===== src/shared/pin_ctrl_pkg.sv =====
// Contract
// The low pin register is 24 bits with six 4-bit codes, pin 0 in 3..0 up to pin 5 in 23..20.
// The high pin register is 24 bits with pin 6 in 3..0 up to pin 11 in 23..20.
// Codes 0000 to 0100 select debounced input, raw input, output, open-collector output and serial port.
// Codes 1000 to 1100 select those same five functions with the pin signal inverted.
// Code 1111 routes the pin to an auxiliary converter input.
// Software does not write codes 0101, 0110, 0111, 1101 or 1110, which have no defined behaviour.
// Filter field bits 9..8 select 4-bit hysteresis for 00 and 5-bit hysteresis for 01 on a 12-bit level.
// Filter value 10 bypasses filter and hysteresis, and 11 bypasses only the low-pass filter.
// The power control register holds bit 7 main converters, bit 6 reference buffer, bit 5 reference, bits 3..0 output converters, reset zero.
// Bit 15 of the auxiliary enable register turns the auxiliary converter on, reset zero.
// Bit 2 of the oscillator register powers the oscillator down, reset zero.
// Software writes 01 to setup bits 1..0 to initialise the output converters; other values are reserved.
// The top bit of each pin code inverts the signal into or out of the pin; the code inverts only for codes 1000 to 1100, not for 1111.
// An enabled auxiliary converter filters by default unless the filter field selects a bypass.
// Every register reads back what was written, with reserved bits reading zero.
package pin_ctrl_pkg;
   localparam int unsigned ADDR_W = 16;
   localparam int unsigned DATA_W = 24;
   localparam int unsigned NUM_PINS = 12;
   localparam int unsigned PINS_PER_REG = 6;
   localparam int unsigned CODE_W = 4;
   localparam int unsigned NUM_AUX = 4;

   // Register offsets
   localparam logic [15:0] PIN_FUNCTION_LOW_OFS = 16'h0820;
   localparam logic [15:0] PIN_FUNCTION_HIGH_OFS = 16'h0821;
   localparam logic [15:0] AUX_FILTER_POWER_CONTROL_OFS = 16'h0822;
   localparam logic [15:0] AUX_CONVERTER_ENABLE_OFS = 16'h0824;
   localparam logic [15:0] OSCILLATOR_POWER_DOWN_OFS = 16'h0826;
   localparam logic [15:0] OUTPUT_CONVERTER_SETUP_OFS = 16'h0827;

   // Reset values
   localparam logic [23:0] PIN_FUNCTION_RST = 24'h000000;
   localparam logic [15:0] CTRL16_RST = 16'h0000;

   // Writable bit masks, reserved bits read zero
   localparam logic [15:0] AUX_FILTER_POWER_MASK = 16'h03ef;
   localparam logic [15:0] AUX_CONVERTER_ENABLE_MASK = 16'h8000;
   localparam logic [15:0] OSCILLATOR_POWER_DOWN_MASK = 16'h0004;
   localparam logic [15:0] OUTPUT_CONVERTER_SETUP_MASK = 16'h0003;

   // Field positions
   localparam int unsigned FILTER_LSB = 8;
   localparam int unsigned MAIN_CONV_PD_BIT = 7;
   localparam int unsigned REF_BUF_PD_BIT = 6;
   localparam int unsigned REF_PD_BIT = 5;
   localparam int unsigned AUX_ON_BIT = 15;
   localparam int unsigned OSC_PD_BIT = 2;
   localparam int unsigned INVERT_BIT = 3;

   // Pin function codes, inversion bit cleared except in the auxiliary input code
   localparam logic [2:0] FN_IN_DEBOUNCED = 3'h0;
   localparam logic [2:0] FN_IN_RAW = 3'h1;
   localparam logic [2:0] FN_OUT = 3'h2;
   localparam logic [2:0] FN_OPEN_COLLECTOR = 3'h3;
   localparam logic [2:0] FN_SERIAL_PORT = 3'h4;
   localparam logic [3:0] FN_AUX_INPUT = 4'hf;

   // Auxiliary filter selections
   localparam logic [1:0] FILT_HYST4 = 2'h0;
   localparam logic [1:0] FILT_HYST5 = 2'h1;
   localparam logic [1:0] FILT_BYPASS_ALL = 2'h2;
   localparam logic [1:0] FILT_BYPASS_LPF = 2'h3;

   // Converter setup code that initialises the output converters
   localparam logic [1:0] SETUP_INIT = 2'h1;

   // Pin that feeds each auxiliary channel 0..3
   localparam int unsigned AUX_PIN_CH0 = 9;
   localparam int unsigned AUX_PIN_CH1 = 2;
   localparam int unsigned AUX_PIN_CH2 = 3;
   localparam int unsigned AUX_PIN_CH3 = 8;

   typedef enum logic [2:0] {
      REG_NONE = 3'h0,
      REG_PIN_LOW = 3'h1,
      REG_PIN_HIGH = 3'h2,
      REG_FILT_PWR = 3'h3,
      REG_AUX_EN = 3'h4,
      REG_OSC = 3'h5,
      REG_SETUP = 3'h6
   } reg_sel_t;
endpackage


===== src/hw/pin_code_decode.sv =====
// Turns one pin function code into one-hot function selects
module pin_code_decode (
   input wire logic [3:0] pin_function_code,
   output logic in_debounced,
   output logic in_raw,
   output logic drive_out,
   output logic open_collector,
   output logic serial_port,
   output logic aux_input,
   output logic invert,
   output logic code_reserved
);
   logic [2:0] base;

   // Low three bits pick the digital function
   always_comb begin
      base = pin_function_code[2:0];
      in_debounced = 1'b0;
      in_raw = 1'b0;
      drive_out = 1'b0;
      open_collector = 1'b0;
      serial_port = 1'b0;
      aux_input = 1'b0;
      invert = 1'b0;
      code_reserved = 1'b0;
      if (pin_function_code == pin_ctrl_pkg::FN_AUX_INPUT) begin
         aux_input = 1'b1;
      end else begin
         invert = pin_function_code[pin_ctrl_pkg::INVERT_BIT];
         case (base)
            pin_ctrl_pkg::FN_IN_DEBOUNCED: in_debounced = 1'b1;
            pin_ctrl_pkg::FN_IN_RAW: in_raw = 1'b1;
            pin_ctrl_pkg::FN_OUT: drive_out = 1'b1;
            pin_ctrl_pkg::FN_OPEN_COLLECTOR: open_collector = 1'b1;
            pin_ctrl_pkg::FN_SERIAL_PORT: serial_port = 1'b1;
            default: begin
               // Unassigned codes select nothing and leave the pin idle
               invert = 1'b0;
               code_reserved = 1'b1;
            end
         endcase
      end
   end
endmodule


===== src/hw/pin_function_power_ctrl_regs.sv =====
// Register bank for pin functions, auxiliary converter and power control
module pin_function_power_ctrl_regs (
   input wire logic clk,
   input wire logic sys_rst,
   // Control port register access
   input wire logic [15:0] reg_addr,
   input wire logic reg_wr,
   input wire logic [23:0] reg_wdata,
   input wire logic reg_rd,
   output logic [23:0] reg_rdata,
   output logic reg_rvalid,
   output logic reg_addr_err,
   // Per-pin function selects
   output logic [11:0] pin_in_debounced,
   output logic [11:0] pin_in_raw,
   output logic [11:0] pin_drive_out,
   output logic [11:0] pin_open_collector,
   output logic [11:0] pin_serial_port,
   output logic [11:0] pin_aux_input,
   output logic [11:0] pin_invert,
   output logic [11:0] pin_pullup_en,
   output logic [11:0] pin_code_reserved,
   // Auxiliary converter control
   output logic aux_converter_on,
   output logic [3:0] aux_channel_active,
   output logic aux_lowpass_active,
   output logic aux_hysteresis_active,
   output logic aux_hysteresis_wide,
   output logic [1:0] aux_filter_select,
   // Power control
   output logic main_converters_power_down,
   output logic reference_buffer_power_down,
   output logic reference_power_down,
   output logic out_conv0_power_down,
   output logic out_conv1_power_down,
   output logic out_conv2_power_down,
   output logic out_conv3_power_down,
   output logic osc_power_down,
   output logic [1:0] converter_setup_code,
   output logic converter_init_ok
);
   // Maps an address to the register it selects
   function automatic pin_ctrl_pkg::reg_sel_t reg_select(
      input logic [15:0] addr
   );
      pin_ctrl_pkg::reg_sel_t sel;
      sel = pin_ctrl_pkg::REG_NONE;
      case (addr)
         pin_ctrl_pkg::PIN_FUNCTION_LOW_OFS: sel = pin_ctrl_pkg::REG_PIN_LOW;
         pin_ctrl_pkg::PIN_FUNCTION_HIGH_OFS:
            sel = pin_ctrl_pkg::REG_PIN_HIGH;
         pin_ctrl_pkg::AUX_FILTER_POWER_CONTROL_OFS:
            sel = pin_ctrl_pkg::REG_FILT_PWR;
         pin_ctrl_pkg::AUX_CONVERTER_ENABLE_OFS:
            sel = pin_ctrl_pkg::REG_AUX_EN;
         pin_ctrl_pkg::OSCILLATOR_POWER_DOWN_OFS:
            sel = pin_ctrl_pkg::REG_OSC;
         pin_ctrl_pkg::OUTPUT_CONVERTER_SETUP_OFS:
            sel = pin_ctrl_pkg::REG_SETUP;
         default: sel = pin_ctrl_pkg::REG_NONE;
      endcase
      return sel;
   endfunction

   // Picks the four-bit code of one pin out of both pin registers
   function automatic logic [3:0] pin_code(
      input logic [23:0] low,
      input logic [23:0] high,
      input int unsigned pin
   );
      logic [47:0] both;
      both = {high, low};
      return both[pin * 4 +: 4];
   endfunction

   pin_ctrl_pkg::reg_sel_t sel;

   // Stored configuration
   logic [23:0] pin_low_q, pin_low_d;
   logic [23:0] pin_high_q, pin_high_d;
   logic [15:0] filt_pwr_q, filt_pwr_d;
   logic [15:0] aux_en_q, aux_en_d;
   logic [15:0] osc_q, osc_d;
   logic [15:0] setup_q, setup_d;

   // Read side
   logic [23:0] rdata_q, rdata_d;
   logic rvalid_q, rvalid_d;
   logic addr_err_q, addr_err_d;

   assign sel = reg_select(reg_addr);

   // Write path, reserved bits masked off so they read zero
   always_comb begin
      pin_low_d = pin_low_q;
      pin_high_d = pin_high_q;
      filt_pwr_d = filt_pwr_q;
      aux_en_d = aux_en_q;
      osc_d = osc_q;
      setup_d = setup_q;
      if (reg_wr) begin
         case (sel)
            pin_ctrl_pkg::REG_PIN_LOW: pin_low_d = reg_wdata;
            pin_ctrl_pkg::REG_PIN_HIGH: pin_high_d = reg_wdata;
            pin_ctrl_pkg::REG_FILT_PWR:
               filt_pwr_d = reg_wdata[15:0] &
                  pin_ctrl_pkg::AUX_FILTER_POWER_MASK;
            pin_ctrl_pkg::REG_AUX_EN:
               aux_en_d = reg_wdata[15:0] &
                  pin_ctrl_pkg::AUX_CONVERTER_ENABLE_MASK;
            pin_ctrl_pkg::REG_OSC:
               osc_d = reg_wdata[15:0] &
                  pin_ctrl_pkg::OSCILLATOR_POWER_DOWN_MASK;
            pin_ctrl_pkg::REG_SETUP:
               setup_d = reg_wdata[15:0] &
                  pin_ctrl_pkg::OUTPUT_CONVERTER_SETUP_MASK;
            default: begin
               // Unmapped writes change nothing
               pin_low_d = pin_low_q;
            end
         endcase
      end
   end

   // Configuration registers, all zero after reset
   always_ff @(posedge clk or posedge sys_rst) begin
      if (sys_rst) begin
         pin_low_q <= pin_ctrl_pkg::PIN_FUNCTION_RST;
         pin_high_q <= pin_ctrl_pkg::PIN_FUNCTION_RST;
         filt_pwr_q <= pin_ctrl_pkg::CTRL16_RST;
         aux_en_q <= pin_ctrl_pkg::CTRL16_RST;
         osc_q <= pin_ctrl_pkg::CTRL16_RST;
         setup_q <= pin_ctrl_pkg::CTRL16_RST;
      end else begin
         pin_low_q <= pin_low_d;
         pin_high_q <= pin_high_d;
         filt_pwr_q <= filt_pwr_d;
         aux_en_q <= aux_en_d;
         osc_q <= osc_d;
         setup_q <= setup_d;
      end
   end

   // Read mux, narrow registers sit in the low bits
   always_comb begin
      rdata_d = rdata_q;
      rvalid_d = 1'b0;
      addr_err_d = 1'b0;
      if (reg_rd) begin
         rvalid_d = 1'b1;
         case (sel)
            pin_ctrl_pkg::REG_PIN_LOW: rdata_d = pin_low_q;
            pin_ctrl_pkg::REG_PIN_HIGH: rdata_d = pin_high_q;
            pin_ctrl_pkg::REG_FILT_PWR: rdata_d = {8'h00, filt_pwr_q};
            pin_ctrl_pkg::REG_AUX_EN: rdata_d = {8'h00, aux_en_q};
            pin_ctrl_pkg::REG_OSC: rdata_d = {8'h00, osc_q};
            pin_ctrl_pkg::REG_SETUP: rdata_d = {8'h00, setup_q};
            default: begin
               rdata_d = 24'h000000;
               addr_err_d = 1'b1;
            end
         endcase
      end else if (reg_wr && sel == pin_ctrl_pkg::REG_NONE) begin
         addr_err_d = 1'b1;
      end
   end

   // Read answer registers
   always_ff @(posedge clk or posedge sys_rst) begin
      if (sys_rst) begin
         rdata_q <= 24'h000000;
         rvalid_q <= 1'b0;
         addr_err_q <= 1'b0;
      end else begin
         rdata_q <= rdata_d;
         rvalid_q <= rvalid_d;
         addr_err_q <= addr_err_d;
      end
   end

   assign reg_rdata = rdata_q;
   assign reg_rvalid = rvalid_q;
   assign reg_addr_err = addr_err_q;

   // Per-pin decode of the stored codes
   logic [11:0] dec_in_deb, dec_in_raw, dec_out, dec_oc;
   logic [11:0] dec_sp, dec_aux, dec_inv, dec_rsv;

   genvar gi;
   generate
      for (gi = 0; gi < 12; gi++) begin : g_pin
         pin_code_decode u_dec (
            .pin_function_code(pin_code(pin_low_q, pin_high_q, gi)),
            .in_debounced(dec_in_deb[gi]),
            .in_raw(dec_in_raw[gi]),
            .drive_out(dec_out[gi]),
            .open_collector(dec_oc[gi]),
            .serial_port(dec_sp[gi]),
            .aux_input(dec_aux[gi]),
            .invert(dec_inv[gi]),
            .code_reserved(dec_rsv[gi])
         );
      end
   endgenerate

   // Registered function selects
   logic [11:0] fn_in_deb_q, fn_in_deb_d;
   logic [11:0] fn_in_raw_q, fn_in_raw_d;
   logic [11:0] fn_out_q, fn_out_d;
   logic [11:0] fn_oc_q, fn_oc_d;
   logic [11:0] fn_sp_q, fn_sp_d;
   logic [11:0] fn_aux_q, fn_aux_d;
   logic [11:0] fn_inv_q, fn_inv_d;
   logic [11:0] fn_pull_q, fn_pull_d;
   logic [11:0] fn_rsv_q, fn_rsv_d;

   // Pull-up on digital inputs, serial port pins counted as inputs
   always_comb begin
      fn_in_deb_d = dec_in_deb;
      fn_in_raw_d = dec_in_raw;
      fn_out_d = dec_out;
      fn_oc_d = dec_oc;
      fn_sp_d = dec_sp;
      fn_aux_d = dec_aux;
      fn_inv_d = dec_inv;
      fn_pull_d = dec_in_deb | dec_in_raw | dec_sp;
      fn_rsv_d = dec_rsv;
   end

   // Function select registers follow the pin codes one cycle later
   always_ff @(posedge clk or posedge sys_rst) begin
      if (sys_rst) begin
         fn_in_deb_q <= 12'h000;
         fn_in_raw_q <= 12'h000;
         fn_out_q <= 12'h000;
         fn_oc_q <= 12'h000;
         fn_sp_q <= 12'h000;
         fn_aux_q <= 12'h000;
         fn_inv_q <= 12'h000;
         fn_pull_q <= 12'h000;
         fn_rsv_q <= 12'h000;
      end else begin
         fn_in_deb_q <= fn_in_deb_d;
         fn_in_raw_q <= fn_in_raw_d;
         fn_out_q <= fn_out_d;
         fn_oc_q <= fn_oc_d;
         fn_sp_q <= fn_sp_d;
         fn_aux_q <= fn_aux_d;
         fn_inv_q <= fn_inv_d;
         fn_pull_q <= fn_pull_d;
         fn_rsv_q <= fn_rsv_d;
      end
   end

   assign pin_in_debounced = fn_in_deb_q;
   assign pin_in_raw = fn_in_raw_q;
   assign pin_drive_out = fn_out_q;
   assign pin_open_collector = fn_oc_q;
   assign pin_serial_port = fn_sp_q;
   assign pin_aux_input = fn_aux_q;
   assign pin_invert = fn_inv_q;
   assign pin_pullup_en = fn_pull_q;
   assign pin_code_reserved = fn_rsv_q;

   // Auxiliary converter state derived from the stored fields
   logic [1:0] filt_sel;
   logic aux_on;
   logic [3:0] chan_q, chan_d;
   logic lpf_q, lpf_d;
   logic hyst_q, hyst_d;
   logic wide_q, wide_d;

   assign filt_sel = filt_pwr_q[pin_ctrl_pkg::FILTER_LSB +: 2];
   assign aux_on = aux_en_q[pin_ctrl_pkg::AUX_ON_BIT];

   // Filter and hysteresis only run while the converter is on
   always_comb begin
      chan_d[0] = aux_on && fn_aux_q[pin_ctrl_pkg::AUX_PIN_CH0];
      chan_d[1] = aux_on && fn_aux_q[pin_ctrl_pkg::AUX_PIN_CH1];
      chan_d[2] = aux_on && fn_aux_q[pin_ctrl_pkg::AUX_PIN_CH2];
      chan_d[3] = aux_on && fn_aux_q[pin_ctrl_pkg::AUX_PIN_CH3];
      lpf_d = 1'b0;
      hyst_d = 1'b0;
      wide_d = 1'b0;
      if (aux_on) begin
         case (filt_sel)
            pin_ctrl_pkg::FILT_HYST4: begin
               lpf_d = 1'b1;
               hyst_d = 1'b1;
            end
            pin_ctrl_pkg::FILT_HYST5: begin
               lpf_d = 1'b1;
               hyst_d = 1'b1;
               wide_d = 1'b1;
            end
            pin_ctrl_pkg::FILT_BYPASS_ALL: begin
               lpf_d = 1'b0;
               hyst_d = 1'b0;
            end
            pin_ctrl_pkg::FILT_BYPASS_LPF: begin
               lpf_d = 1'b0;
               hyst_d = 1'b1;
            end
            default: begin
               lpf_d = 1'b1;
               hyst_d = 1'b1;
            end
         endcase
      end
   end

   // Auxiliary converter control registers
   always_ff @(posedge clk or posedge sys_rst) begin
      if (sys_rst) begin
         chan_q <= 4'h0;
         lpf_q <= 1'b0;
         hyst_q <= 1'b0;
         wide_q <= 1'b0;
      end else begin
         chan_q <= chan_d;
         lpf_q <= lpf_d;
         hyst_q <= hyst_d;
         wide_q <= wide_d;
      end
   end

   assign aux_converter_on = aux_on;
   assign aux_channel_active = chan_q;
   assign aux_lowpass_active = lpf_q;
   assign aux_hysteresis_active = hyst_q;
   assign aux_hysteresis_wide = wide_q;
   assign aux_filter_select = filt_sel;

   // Power-down controls straight from the stored bits
   assign main_converters_power_down =
      filt_pwr_q[pin_ctrl_pkg::MAIN_CONV_PD_BIT];
   assign reference_buffer_power_down =
      filt_pwr_q[pin_ctrl_pkg::REF_BUF_PD_BIT];
   assign reference_power_down = filt_pwr_q[pin_ctrl_pkg::REF_PD_BIT];
   assign out_conv0_power_down = filt_pwr_q[3];
   assign out_conv1_power_down = filt_pwr_q[2];
   assign out_conv2_power_down = filt_pwr_q[1];
   assign out_conv3_power_down = filt_pwr_q[0];
   assign osc_power_down = osc_q[pin_ctrl_pkg::OSC_PD_BIT];

   // Output converters count as set up only for the initialise code
   assign converter_setup_code = setup_q[1:0];
   assign converter_init_ok =
      setup_q[1:0] == pin_ctrl_pkg::SETUP_INIT;
endmodule


===== config.mk =====
export PLATFORM = sky130hd
export DESIGN_NAME = pin_function_power_ctrl_regs
export DESIGN_NICKNAME = d
export VERILOG_FILES = /design/src/shared/pin_ctrl_pkg.sv /design/src/hw/pin_code_decode.sv /design/src/hw/pin_function_power_ctrl_regs.sv
export SDC_FILE = /design/constraint.sdc
export NUM_CORES = 1
export LEC_CHECK = 0
export BUFFER_PORTS_ARGS = -buffer_cell sky130_fd_sc_hd__clkbuf_2
export CORE_MARGIN = 2
export CORE_UTILIZATION = 50
export CTS_CLUSTER_DIAMETER = 80
export DETAILED_ROUTE_END_ITERATION = 10
export PLACE_DENSITY = 0.76
export SLEW_MARGIN = 20
export SYNTH_ARGS = -nofsm -noshare
export SYNTH_HDL_FRONTEND = slang
export SYNTH_SLANG_ARGS = --single-unit

===== constraint.sdc =====
create_clock -name clk -period 7.5 [get_ports clk]
set_input_delay 0 -clock clk [delete_from_list [all_inputs] [get_ports clk]]
set_output_delay 0 -clock clk [all_outputs]
set_load 0.02 [all_outputs]

==> results of run 1 <==
per-layer routing:
layer,routed length (um),share of wire
met1,7460,0.43
met3,956,0.055
met2,8810,0.50
met5,0,0
met4,265,0.015
state kept, by name (all words and copies together) (netlist names), 9 cells and up:
name,cells
pin_high_q,24
pin_low_q,24
pin_serial_port,12
pin_pullup_en,12
pin_code_reserved,12
pin_open_collector,12
pin_invert,12
filt_pwr_q,9
pin_aux_input,12
pin_drive_out,12
reg_rdata,24
pin_in_raw,12
pin_in_debounced,12
area by class of cell:
type,instances,share of cell area
inverter,26,0.0109
timing repair buffer,226,0.131
antenna,1,0.000259
tap,188,0.0244
clock inverter,4,0.00207
clock buffer,29,0.0607
multi-input combinational,293,0.246
sequential,202,0.524
report_power, final:
group | switching (mW) | total (mW) | internal (mW)
Clock | 0.387 | 0.926 | 0.539
Sequential | 0.000511 | 1.09 | 1.09
Combinational | 0.0449 | 0.0692 | 0.0243
Total | 0.432 | 2.09 | 1.65
per-stage QoR:
step / std cells / hold WS (ps) / util / cell area, um2
floorplan: 571 / 31.4 / - / 7780
global placement: 908 / 232 / 0.577 / 8770
detailed placement: 908 / 239 / 0.577 / 8770
CTS: 968 / 34.5 / 0.635 / 9650
global route: 968 / 54.7 / 0.635 / 9650
finish: 969 / 59.9 / 0.635 / 9650
path summary, 6_finish.rpt:
check | cells after the start | startpoint | end
max reg2reg | 3 | pin_low_q[0] | reg_rdata[0]
min reg2reg | 1 | pin_aux_input[2] | aux_channel_active[1]
max in group asynchronous | 4 | sys_rst | filt_pwr_q[8]
max | 6 | reg_addr[3] | pin_high_q[23]
min in group asynchronous | 3 | sys_rst | pin_open_collector[2]
min | 3 | reg_addr[2] | osc_q[2]
cell usage after synthesis (all sizes together), types with 9 or more instances:
library cell,n,area share
a21oi,14,0.0090
a22oi,9,0.0087
a31oi,12,0.0097
and2,18,0.014
and4,12,0.014
buf,10,0.013
clkbuf,40,0.019
dfrtp,202,0.65
inv,26,0.013
mux2,70,0.11
mux2i,15,0.019
nand2,14,0.0071
nor2,16,0.0097
nor3,15,0.013
nor3b,36,0.035
o21ai,12,0.0077
o22ai,24,0.019
worst min-delay path, cell delays in order:
cell and delay, ps:
clkbuf_2 190, nand4b_1 160, mux2_2 150
cell families after synthesis:
family                 count (synthesis)  share of synthesized area
flip-flops                           202                      0.650
AND/OR/NAND/NOR                      132                      0.115
multiplexers                          85                      0.130
buffers and inverters                 76                     0.0446
AO/OA/AOI/OAI                         75                     0.0587
XOR/XNOR                               1                    0.00113
what timing repair did:
action                                 CTS  global route
resized for setup                        0             0
hold buffers                            27             0
buffers inserted                         0             0
endpoints found under the hold margin  196             0
==> results.toml, run 1 <==
[global_routing]
use_met2 = 0.361
busiest_layer = "met2"
grt_max_degree = 136
met3_usage = 0.0383
grt_remaining_overflow = 0
grt_pass1_vias = 5350
gr-usage-met1 = 0.287
grt_util_all_layers = 0.213
grt_first_pass_wirelength_um = 28200
antenna_found_initial = 0

[synth]
synth.yosys.warnings = 0
syn_avg_cell_area_um2 = 13.6
synth_edf_count = 0
async_flop_share = 1.00
syn_inst = 571
synth_seq_cells = 202
ys_types = 43
synth_area_um2 = 7780
ys.flop_type = "dfrtp_1"
synth_nets = 615
ys_seq_area_frac = 0.650

[clock_network]
htree_levels = 1
path_clk_slew_ps = 60
clock-sinks = 202
clockBufferDepth = 3
clockRootBuffer = "clkbuf_16"
cts_tree = "done"
clk_latency_ps = 480
cts_buffers = 21

[route]
drc = 0
routed_wl_um = 17500
drt_iter0_markers = 300
ant_nets = 0
avgRoutedWirePerCell_um = 18.1
routed_via_density = 5.43
dr.pass1.iters = 4
num_vias = 5260

[sta]
max_slew_margin = 0.305
setup_viol = 0
finalCritPeriodShare = 0.318
maxSlewViolCount = 0
timing.setup.tns_ps = 0
fin_ws_ps = 5120
tightest_slew_ps = 1040
rsz0062_at_grt = "no"
finClkSkew_ps = 7.03
period_minus_slack_ps = 2380
fmax_mhz = 419
final-hold-violation-count = 0

[finish]
syn_to_final_growth_pct = 24.0
mostFrequentLayoutCell = "dfrtp_1"
fin_nets = 814
nFillCells = 1142
multiInputGateArea_um2 = 2380
layout-drive-gt1-share = 0.381
final_cell_mix = "dfrtp_1 (202), clkbuf_2 (198), mux2_2 (40), nor3b_1 (36), dlygate4sd3_1 (27)"
seqCellArea_um2 = 5050

[pwr]
total_power_mw = 2.09
powerDensity_nw_per_um2 = 216
ir_worst_vdd_v = 0.000133
p_leak_nw = 4.88

[die]
dieHeight_um = 129
core_area_um2 = 15200
initial_utilization = 0.512
die_area_um2 = 16600
die_x_um = 129
io_pins = 199
rows = 45

[place]
dp_slack_ps = 5070
place_hpwl_um = 11800
portBuffers = 198
gp_congestion = 0.812

[critical_path]
worstPathArrival_ps = 2740
crit_type = "in2reg"
crit_fanout = 24
crit_family = "simple AND/OR/NAND/NOR gates"
critPathSlowestCell = "nor2_4"
cp-start-kind = "input pin"
regToRegSetupSlack_ps = 6240
cp.required_ps = 7860
endpoint_kind = "flip-flop"
max_stage_delay_ps = 860
cp_num_buf_inv = 2
path_cells = "dlygate4sd3_1 > clkbuf_2 > nor3_4 > nand3_1 > nor2_4 > mux2_2"

[flow_run]
drv_cap = 0

[outcome]
outcome = "finished, final reports clean"

[worst_hold_path]
hold_path_class = "in2reg"
Note: power is estimated with default switching activity, not from simulation.
==> run 2, diff against run 1 <==
==> constraint.sdc (replaced) <==
create_clock -name clk -period 2.22 [get_ports clk]
set_input_delay 0 -clock clk [delete_from_list [all_inputs] [get_ports clk]]
set_output_delay 0 -clock clk [all_outputs]
set_load 0.02 [all_outputs]
==> run 2 against run 1 <==
Compared with the run above: setup slack worse by 4500 ps; register-to-register slack worse by 5200 ps; clock-buffer cell count is 1 lower; first-iteration DRC count is 25% lower; critical path depth stayed put; final area is 2.4% higher; power grew to 3.7 times the previous value; clock skew is 1.3 ps lower; die area stayed put; combinational power grew to 3.5 times the previous value; global-route usage is 0.15 points higher; largest cell class unchanged.
==> results.toml, run 2 (same netlist as run 1, synthesis figures left out) <==
[outcome]
outcome = "finished, final reports clean"

[die]
dieHeight_um = 129
io_pins = 199
initial_utilization = 0.512
rows = 45
core_area_um2 = 15200
die_area_um2 = 16600
die_x_um = 129

[sta]
fin_ws_ps = 575
rsz0062_at_grt = "no"
period_minus_slack_ps = 1650
max_slew_margin = 0.597
fmax_mhz = 608
tightest_slew_ps = 602
final-hold-violation-count = 0
finalCritPeriodShare = 0.741
finClkSkew_ps = 5.72
maxSlewViolCount = 0
timing.hold.ws_ps = 46.7
setup_viol = 0

[clock_network]
path_clk_slew_ps = 60
cts_resized = 0
clockRootBuffer = "clkbuf_16"
htree_levels = 1
cts_tree = "done"
clock-sinks = 202
clockBufferDepth = 3
cts_buffers = 20
clk_latency_ps = 480

[finish]
num_antenna_cells = 0
mostFrequentLayoutCell = "dfrtp_1"
syn_to_final_growth_pct = 27.0
final_cell_mix = "dfrtp_1 (202), clkbuf_2 (198), mux2_2 (40), nor3b_1 (36), dlygate4sd3_1 (28)"
fin_nets = 823
finalNonFillerCells = 980
layout-drive-gt1-share = 0.390

[flow_run]
drv_cap = 0

[route]
dr.pass1.iters = 4
drt_iter0_markers = 226
drc = 0
avgRoutedWirePerCell_um = 18.0
num_vias = 5236
routed_via_density = 5.34
routed_wl_um = 17700
ant_nets = 0

[pwr]
ir_worst_vdd_v = 0.000504
powerDensity_nw_per_um2 = 776
p_leak_nw = 5.00

[critical_path]
critPathSlowestCell = "dlygate4sd3_1"
crit_type = "in2reg"
cp.required_ps = 2580
cp_num_buf_inv = 2
worstPathArrival_ps = 2010
max_stage_delay_ps = 520
crit_fanout = 9
path_cells = "dlygate4sd3_1 > clkbuf_2 > nor4bb_1 > and4b_1 > nand2_2 > mux2_2"
crit_family = "simple AND/OR/NAND/NOR gates"
endpoint_kind = "flip-flop"
cp-start-kind = "input pin"

[place]
gp_congestion = 0.802
portBuffers = 198
place_hpwl_um = 12000
dp_slack_ps = 548
dp_cells = 917

[global_routing]
grt_first_pass_wirelength_um = 28200
grt_remaining_overflow = 0
grt_pass1_vias = 5348
antenna_found_initial = 0
grt_util_all_layers = 0.214
grt_max_degree = 115

[worst_hold_path]
hold_path_class = "in2reg"
run 2: cell count changes in the layout (fill, tap and decap cells not counted), sizes merged:
| cell | previous run | this run |
|---|---|---|
| clkinvlp | 0 | 1 |
| dlygate4sd3 | 27 | 28 |
| buf | 1 | 10 |
| clkinv | 4 | 2 |
| inv | 26 | 25 |
| clkbuf | 227 | 226 |
| diode | 1 | 0 |
| bufinv | 0 | 5 |
run 2: area by class of cell:
type | count | area [um2]
Fill cell | 1153 | 5320
Sequential cell | 202 | 5050
Multi-Input combinational cell | 293 | 2380
Timing Repair Buffer | 236 | 1370
Clock buffer | 28 | 582
Tap cell | 188 | 235
Clock inverter | 7 | 160
Inverter | 26 | 101
run 2: final timing paths:
| path | start | endpoint | slack (ps) | cells after the start |
|---|---|---|---|---|
| max | reg_wr | filt_pwr_q[8] | 570 | 6 |
| min | reg_addr[1] | aux_en_q[15] | 50 | 4 |
| max reg2reg | pin_high_q[0] | reg_rdata[0] | 1000 | 3 |
| min reg2reg | pin_aux_input[2] | aux_channel_active[1] | 500 | 1 |
| max in group asynchronous | sys_rst | reg_rdata[3] | 1500 | 4 |
| min in group asynchronous | sys_rst | pin_in_debounced[9] | 220 | 4 |
run 2: metrics by stage:
stage / TNS [ps] / util / cell area (um2) / power (mW)
detailed placement: 0 / 0.583 / 8860 / 3.96
global placement: 0 / 0.583 / 8860 / 3.95
CTS: 0 / 0.650 / 9880 / 7.76
global route: 0 / 0.650 / 9880 / 7.94
floorplan: -80050 / - / 7780 / 3.86
finish: 0 / 0.650 / 9880 / 7.67
run 2: power by group:
part           leakage (nW)  switching [mW]  internal [mW]  total [mW]
Sequential             2.69         0.00233           3.68        3.69
Clock                 0.364            1.34           2.41        3.74
Combinational          1.94           0.150         0.0922       0.242
run 2: worst min-delay path, stage by stage:
cell	delay, ps
clkbuf_2	160
nor4b_1	100
nand2_1	80
mux2_2	150
run 2: layer usage:
layer	GRT usage	vias up	wire, um
met1	0.289	2613	7590
met2	0.359	173	8740
li1	-	2408	-
met5	0	-	0
met3	0.0399	42	908
met4	0.0620	0	412
run 2: timing repair:
action,4_1_cts,5_1_grt
setup buffers,0,0
hold endpoints to repair,269,0
hold buffers,28,0
